**config.mk**
```make
export PLATFORM = sky130hd
export DESIGN_NAME = data_memory_pointer_regs
export DESIGN_NICKNAME = d
export VERILOG_FILES = /design/src/pkg/pointer_pkg.sv /design/src/rtl/data_memory_pointer_regs.sv /design/src/rtl/word_stepper.sv
export SDC_FILE = /design/constraint.sdc
export NUM_CORES = 1
export LEC_CHECK = 0
export BUFFER_PORTS_ARGS = -buffer_cell sky130_fd_sc_hd__buf_2
export CORE_MARGIN = 1
export CORE_UTILIZATION = 45
export CTS_CLUSTER_DIAMETER = 50
export CTS_CLUSTER_SIZE = 12
export DETAILED_ROUTE_END_ITERATION = 6
export GPL_TIMING_DRIVEN = 1
export HOLD_SLACK_MARGIN = 0.03
export PLACE_DENSITY = 0.88
export SLEW_MARGIN = 20
export SYNTH_ARGS = -nofsm -noshare
export SYNTH_HDL_FRONTEND = slang
export SYNTH_SLANG_ARGS = --single-unit
export TNS_END_PERCENT = 100
```
**constraint.sdc**
```tcl
create_clock -name clk -period 3.8 [get_ports clk]
set_clock_uncertainty 0.05 [all_clocks]
set_input_delay 0.38 -clock clk [delete_from_list [all_inputs] [get_ports clk]]
set_output_delay 0.38 -clock clk [all_outputs]
set_load 0.1 [all_outputs]
```
**src/pkg/pointer_pkg.sv**
```systemverilog
// How it works
// - page and word registers are two 4-bit general data registers.
// - memory pages hold sixteen 4-bit words, spanned by the word register.
// - as a pointer the page register picks the page, the word the word.
// - two memory banks are chosen by a 1-bit bank select register.
// - reset forces bank select to zero, so bank 0 follows reset.
// - bank select changes only by its set and clear instructions and by reset.
// - two test instructions report bank select to the program.
// - the word register can post-step up or down after a transfer.
// - indirect port bit instructions use the word register as bit index.
package pointer_pkg;
  localparam int REG_W = 4;
  localparam int ADDR_W = 2 * REG_W + 1;
  localparam logic [REG_W-1:0] REG_RESET = 4'h0;
  localparam logic BANK_RESET = 1'b0;
  localparam logic [REG_W-1:0] WORD_STEP = 4'h1;
  localparam int PORT_BIT_W = 4;

  // word register operation requested by the decoder
  typedef enum logic [1:0]
  {
    WORD_HOLD = 2'b00,
    WORD_LOAD = 2'b01,
    WORD_INC = 2'b10,
    WORD_DEC = 2'b11
  } word_op_e;
endpackage : pointer_pkg

```
**src/rtl/data_memory_pointer_regs.sv**
```systemverilog
`timescale 1ns/10ps
module data_memory_pointer_regs
(
  // clock and reset
  input wire logic clk,
  input wire logic reset_n,
  // decoder controls
  input wire logic page_load,
  input wire logic [pointer_pkg::REG_W-1:0] page_load_val,
  input wire pointer_pkg::word_op_e word_op,
  input wire logic [pointer_pkg::REG_W-1:0] word_load_val,
  input wire logic bank_select_set_instr,
  input wire logic bank_select_clear_instr,
  input wire logic bank_select_test_instr,
  input wire logic bank_select_test_inverted_instr,
  input wire logic port_bit_indirect_instr,
  // results
  output logic [pointer_pkg::REG_W-1:0] page_value,
  output logic [pointer_pkg::REG_W-1:0] word_value,
  output logic memory_bank_select,
  output logic [pointer_pkg::ADDR_W-1:0] mem_addr,
  output logic bank_test_result,
  output logic bank_test_valid,
  output logic [pointer_pkg::PORT_BIT_W-1:0] port_bit_index,
  output logic port_bit_valid
);
  import pointer_pkg::*;

  // ==================================================
  // page and word pointer
  logic [REG_W-1:0] page_reg;
  logic [REG_W-1:0] page_next;
  logic [REG_W-1:0] word_reg;
  logic [REG_W-1:0] word_next;

  // stepper only works out the next word, the flop stays here
  word_stepper word_stepper_i
  (
    .op(word_op),
    .cur(word_reg),
    .load_val(word_load_val),
    .next_val(word_next)
  );

  always_comb
  begin
    page_next = page_reg;
    if (page_load)
      page_next = page_load_val;
  end

  always_ff @(posedge clk or negedge reset_n)
  begin
    if (!reset_n)
    begin
      page_reg <= REG_RESET;
      word_reg <= REG_RESET;
    end
    else
    begin
      page_reg <= page_next;
      word_reg <= word_next;
    end
  end

  // ==================================================
  // bank select
  logic bank_reg;
  logic bank_next;

  always_comb
  begin
    bank_next = bank_reg;
    // set wins if both arrive together
    if (bank_select_set_instr)
      bank_next = 1'b1;
    else if (bank_select_clear_instr)
      bank_next = 1'b0;
  end

  always_ff @(posedge clk or negedge reset_n)
  begin
    if (!reset_n)
      bank_reg <= BANK_RESET;
    else
      bank_reg <= bank_next;
  end

  // ==================================================
  // bank test results
  logic test_reg;
  logic test_next;
  logic test_valid_reg;
  logic test_valid_next;

  always_comb
  begin
    // inverted test reports the complement
    test_next = bank_select_test_inverted_instr ? ~bank_reg : bank_reg;
    test_valid_next = bank_select_test_instr |
                      bank_select_test_inverted_instr;
  end

  always_ff @(posedge clk or negedge reset_n)
  begin
    if (!reset_n)
    begin
      test_reg <= 1'b0;
      test_valid_reg <= 1'b0;
    end
    else
    begin
      test_reg <= test_next;
      test_valid_reg <= test_valid_next;
    end
  end

  // ==================================================
  // port bit index
  logic [PORT_BIT_W-1:0] pbit_reg;
  logic [PORT_BIT_W-1:0] pbit_next;
  logic pbit_valid_reg;
  logic pbit_valid_next;

  always_comb
  begin
    // index taken before any step of the same cycle
    pbit_next = pbit_reg;
    if (port_bit_indirect_instr)
      pbit_next = PORT_BIT_W'(word_reg);
    pbit_valid_next = port_bit_indirect_instr;
  end

  always_ff @(posedge clk or negedge reset_n)
  begin
    if (!reset_n)
    begin
      pbit_reg <= PORT_BIT_W'(REG_RESET);
      pbit_valid_reg <= 1'b0;
    end
    else
    begin
      pbit_reg <= pbit_next;
      pbit_valid_reg <= pbit_valid_next;
    end
  end

  // ==================================================
  // outputs, all registered
  assign page_value = page_reg;
  assign word_value = word_reg;
  assign memory_bank_select = bank_reg;
  // address before any post-step, so the transfer uses the old word
  assign mem_addr = {bank_reg, page_reg, word_reg};
  assign bank_test_result = test_reg;
  assign bank_test_valid = test_valid_reg;
  assign port_bit_index = pbit_reg;
  assign port_bit_valid = pbit_valid_reg;

  // ==================================================
  // checks
  chk_bank_reset_zero: assert property (@(posedge clk)
    $rose(reset_n) |-> memory_bank_select == 1'b0)
    else $error("bank not zero after reset");
  chk_bank_set_one: assert property (@(posedge clk)
    disable iff (!reset_n)
    bank_select_set_instr |=> memory_bank_select)
    else $error("bank set failed");
  chk_bank_clear_zero: assert property (@(posedge clk)
    disable iff (!reset_n)
    bank_select_clear_instr && !bank_select_set_instr |=> !memory_bank_select)
    else $error("bank clear failed");
  chk_bank_holds_idle: assert property (@(posedge clk)
    disable iff (!reset_n)
    !bank_select_set_instr && !bank_select_clear_instr |=>
      $stable(memory_bank_select))
    else $error("bank changed without instruction");
  chk_bank_test_value: assert property (@(posedge clk)
    disable iff (!reset_n)
    bank_select_test_instr && !bank_select_test_inverted_instr |=>
      bank_test_valid && bank_test_result == $past(memory_bank_select))
    else $error("bank test wrong");
  chk_bank_test_inv: assert property (@(posedge clk)
    disable iff (!reset_n)
    bank_select_test_inverted_instr |=>
      bank_test_result == !$past(memory_bank_select))
    else $error("inverted bank test wrong");
  chk_test_valid_pulse: assert property (@(posedge clk)
    disable iff (!reset_n)
    !bank_select_test_instr && !bank_select_test_inverted_instr |=>
      !bank_test_valid)
    else $error("bank test valid without test");
  chk_word_post_inc: assert property (@(posedge clk)
    disable iff (!reset_n)
    word_op == WORD_INC |=> word_value == 4'($past(word_value) + 4'h1))
    else $error("word increment wrong");
  chk_word_post_dec: assert property (@(posedge clk)
    disable iff (!reset_n)
    word_op == WORD_DEC |=> word_value == 4'($past(word_value) - 4'h1))
    else $error("word decrement wrong");
  chk_word_load_value: assert property (@(posedge clk)
    disable iff (!reset_n)
    word_op == WORD_LOAD |=> word_value == $past(word_load_val))
    else $error("word load failed");
  chk_word_hold_idle: assert property (@(posedge clk)
    disable iff (!reset_n)
    word_op == WORD_HOLD |=> $stable(word_value))
    else $error("word changed while held");
  chk_addr_concat: assert property (@(posedge clk)
    disable iff (!reset_n)
    mem_addr[ADDR_W-1] == memory_bank_select &&
    mem_addr[ADDR_W-2:REG_W] == page_value &&
    mem_addr[REG_W-1:0] == word_value)
    else $error("address layout wrong");
  chk_port_bit_idx: assert property (@(posedge clk)
    disable iff (!reset_n)
    port_bit_indirect_instr |=> port_bit_valid &&
      port_bit_index == $past(word_value))
    else $error("port bit index wrong");
  chk_port_valid_pulse: assert property (@(posedge clk)
    disable iff (!reset_n)
    !port_bit_indirect_instr |=> !port_bit_valid && $stable(port_bit_index))
    else $error("port bit index moved without instruction");
  chk_page_load: assert property (@(posedge clk)
    disable iff (!reset_n)
    page_load |=> page_value == $past(page_load_val))
    else $error("page load failed");
  chk_page_hold_idle: assert property (@(posedge clk)
    disable iff (!reset_n)
    !page_load |=> $stable(page_value))
    else $error("page changed without load");

  cov_bank_set: cover property (@(posedge clk) bank_select_set_instr);
  cov_set_and_clear: cover property (@(posedge clk)
    bank_select_set_instr && bank_select_clear_instr);
  cov_inc_wrap: cover property (@(posedge clk)
    word_op == WORD_INC && word_value == 4'hF);
  cov_test_inv: cover property (@(posedge clk)
    bank_select_test_inverted_instr);
  cov_port_bit: cover property (@(posedge clk) port_bit_indirect_instr);
endmodule : data_memory_pointer_regs

```
**src/rtl/word_stepper.sv**
```systemverilog
`timescale 1ns/10ps
module word_stepper
(
  // operation
  input wire pointer_pkg::word_op_e op,
  input wire logic [pointer_pkg::REG_W-1:0] cur,
  input wire logic [pointer_pkg::REG_W-1:0] load_val,
  // result
  output logic [pointer_pkg::REG_W-1:0] next_val
);
  import pointer_pkg::*;

  always_comb
  begin
    unique case (op)
      WORD_HOLD: next_val = cur;
      WORD_LOAD: next_val = load_val;
      // wraps inside the page: no carry into the page register
      WORD_INC: next_val = cur + WORD_STEP;
      WORD_DEC: next_val = cur - WORD_STEP;
    endcase
  end
endmodule : word_stepper

```
After elaboration in Yosys (flattened, before gate mapping). Index checks and enable logic that the tools add are counted.

Bits of input ports: 18. Word-level logic and storage cells: 20. Register bits: 16. Output and inout port bits: 25.

Bitwise gates (word level): 2. Reductions and logical operators: 2. Muxes and demuxes: 4. Add/subtract/negate cells: 2. Equality and inequality tests: 3.

Operator list (number): $pmux W4 S3 (1); $add A4 B1 Y4 const B (1); $eq A2 B2 Y1 const B (2); $sub A4 B1 Y4 const B (1); $mux W1 (3); $eq A2 B1 Y1 const B (1); $logic_not A2 Y1 (1); $reduce_bool A2 Y1 (1); $not A1 Y1 (1); $or A1 B1 Y1 (1).

Logic depth before layout (Yosys ltp).
Depth in word-level cells: 2. Mapped depth: 7. Gate-level depth less buffers: 6.

By module. From an unflattened synthesis, not the netlist that was laid out.

Cells, all modules: 70. Area, all modules: 800.8 um^2.

Modules (own cells, without submodules): data_memory_pointer_regs (area each 584.3 um^2, cells an instance 37, times used 1, seq. area each 400.4 um^2); word_stepper (area each 216.5 um^2, cells an instance 33, times used 1, seq. area each 0.0 um^2).

Worst setup path after synthesis. Ideal clock, no wire load.

Path kind: register to register. Start: register word_reg[1] (netlist: word_value[1]). End: register word_reg[2] (netlist: word_value[2]). Setup slack: 1.553 ns. Period minus slack after synthesis: 2.247 ns. Stages on the path, launching flop included: 7. Arrival time: 2.063 ns. Cells stage by stage: dfrtp_1 clkbuf_1 xnor2_1 ha_1 nor3b_1 a222oi_1 o21ai_1.

Word-level cells in the longest chain between the ends: 2. Elaborated cells on any way between the ends: 3.

RTL lines: from (decl) (RTL line data_memory_pointer_regs.sv:33) `logic [REG_W-1:0] word_reg;`; from (signal assigned) (RTL line data_memory_pointer_regs.sv:62) `word_reg <= word_next;`; $sub A4 B1 Y4 / $add A4 B1 Y4 (equally long branches) (RTL line word_stepper.sv:20, word_stepper.sv:19); $pmux W4 S3 * (RTL line word_stepper.sv:15) `unique case (op)`.

Every way passes the cells marked *; elsewhere a longest branch is shown, timed or not. A chain may end at the register's enable or synchronous reset.

Worst setup path after layout.
Start: register word_reg[1] (netlist: word_value[1]). End: output port mem_addr[1] (netlist bit).

RTL lines: to (decl) (RTL line data_memory_pointer_regs.sv:21) `output logic [pointer_pkg::ADDR_W-1:0] mem_addr,`.

No word-level cell between the ends.

==> reports/metrics.cfg <==
[cells_and_area]
multiInputGateArea_sq_um = 314.1
regArea_sq_um = 400.4
diodes = 0
area_growth_pct = 22.88
post-route-util = 0.6222
fin_area_sq_um = 980.9
drive_gt1_frac = 0.4660
nets = 124
nFillCells = 131

[power]
peakVddDrop_uv = 488.2
power.leakage_nw = 0.4804
power_density_nw_per_um2 = 854.2
power.total_uw = 838.0

[cts]
cts-htree-levels = 1
path_clk_slew_ps = 80
root_buffer = clkbuf_4
clock_path_buffers = 2
post_cts_buffers = 0
clock_latency_ps = 270
clock-sinks = 16
cts_tree = built
cts_buffers = 3

[worst_setup_path]
r2r_cells = 5
cp.arrival_ps = 1280
reg2reg_slack_ps = 2180
cp_max_fo = 9
cp.required_ps = 3370
critical_path_class = register to output port
regToRegEndpoint = word_value[2]
worstSetupEndpointType = output port
cp_num_buf_inv = 1
cpPeakStageDelay_ps = 520
reg2reg_from = word_value[1]
crit_family = flip-flops
critPathLaunchType = register
crit_slowest_cell = dfrtp_1
path_cells = buf_2

[synthesis]
synth_seq_cells = 16
yosysMostFrequentCell = dfrtp_1
ys.flop_type = dfrtp_1
async_flop_share = 1.000
synth-edff-count = 0
ys_warn_count = 0
synth.net_count = 88
synth_area_leader_cell = dfrtp_1
syn_inst = 69
synth_common_cells = dfrtp_1 (16), buf_4 (9), mux2_1 (6)
seq_area_frac_synth = 0.5016
synth_cell_types = 28
yosys-top-cells-area = dfrtp_1 (50%), buf_4 (8.5%), mux2_1 (8.5%)
avgSynthCellArea_sq_um = 11.57
synth_top_area_frac = 0.5016
synth_area_sq_um = 798.3

[die]
num_io_pins = 43
die-height_um = 44.12
fp.dieArea_sq_um = 1946
die_w_um = 44.12
rows = 14
fp.coreArea_sq_um = 1577
start_util = 0.5063

[drt]
vias = 609
drt_iter0_drc = 18
drt_pass1_iterations = 6
wl_met3_um = 90
avgRoutedWirePerCell_um = 11.79
drc = 4
post_drt_via_cell_ratio = 5.118
wl_met1_um = 593
highest_layer = met3
wl_met2_um = 719
wl_um = 1403
antenna_left = 0

[timing]
timing.fmax_ghz = 0.5835
setup_viol = 0
relSlewSlack = 0.6748
fin_tns_setup_ps = 0
fin_crit_ps = 1714
worst_pin_slew_ps = 491.2
period_share = 0.4510
rsz0062_at_grt = false
maxSlewViolCount = 0
finalHoldViolCount = 0
holdWs_ps = 232.1

[job]
cap_violations = 0

[placed_design]
dp_hpwl_um = 1078
port_buffers = 42
gp_congestion = 0.7742
post_dp_cell_area_sq_um = 948.4

[global_routing]
grt_use_total = 0.1625
grt_max_degree = 17
antenna_found_initial = 0
grt_pass1_wl_um = 2277
grt_pass1_vias = 522
grt_overflow_total = 0

[min_path]
hold_class = input port to register
min_to = memory_bank_select
whs_path_depth = 2
holdCritStartpoint = bank_select_set_instr

[outcome]
violations = design-rule violations
status = complete, but fails checks

==> state kept, by name (all words and copies together) (netlist names) <==
name / flops
word_value: 4
port_bit_valid: 1
page_value: 4
bank_test_result: 1
port_bit_index: 4
bank_test_valid: 1
memory_bank_select: 1
==> where the power goes <==
part	internal, mW	leakage [nW]	switching, mW	total (mW)
Combinational	0.0854	0.283	0.429	0.515
Clock	0.0367	0.0138	0.0461	0.0828
Sequential	0.202	0.184	0.0380	0.240
==> routing by layer <==
metal / vias up / GRT usage
met5: - / 0
met4: 0 / 0.05455
met3: 0 / 0.06531
met2: 27 / 0.2500
met1: 275 / 0.2090
li1: 307 / -
==> stage by stage <==
step                setup slack, ps  std cells
detailed placement             1959        115
global placement               2021        115
finish                         2086        119
global route                   1987        119
CTS                            2067        119
floorplan                      1553         69
==> cells in the final DEF (no fill, tap or decap), types with 3 or more instances in the layout <==
master / synthesis / layout
mux2_1: 6 / 6
buf_2: 1 / 42
nor2b_1: 4 / 4
clkbuf_4: 0 / 3
dfrtp_1: 16 / 16
nand2_1: 5 / 5
==> cell families (layout without fill, tap and decap cells) <==
| family | Yosys count | in the layout | share of synthesized area |
|---|---|---|---|
| flops | 16 | 16 | 0.5016 |
| mux | 10 | 10 | 0.1379 |
| fa+ha+maj | 1 | 1 | 0.01567 |
| buf+inv | 13 | 47 | 0.1050 |
| xor+xnor | 3 | 3 | 0.03292 |
| compound gates | 11 | 11 | 0.09719 |
| simple gates | 15 | 15 | 0.1097 |
==> worst max path at each step <==
stage	end	depth (start not counted)	start
finish	mem_addr[1]	1	word_value[1]
CTS	word_value[1]	1	word_value[1]
global placement	word_value[2]	7	word_op[0]
global route	mem_addr[1]	1	word_value[1]
detailed placement	word_value[2]	7	word_op[0]
floorplan	word_value[2]	6	word_value[1]
==> cell type report <==
type | count | share of cell area
flip-flops and latches | 16 | 0.4082
repair buffers | 43 | 0.2245
inverters | 1 | 0.003827
well taps | 16 | 0.02041
multi-input cells | 40 | 0.3202
clock buffers | 3 | 0.02296
==> repair_timing <==
item | CTS | global route
hold buffers | 1 | 0
gates resized for setup | 0 | 0
hold endpoints to repair | 16 | 0
No activity file was read; power rests on OpenSTA's default activity.
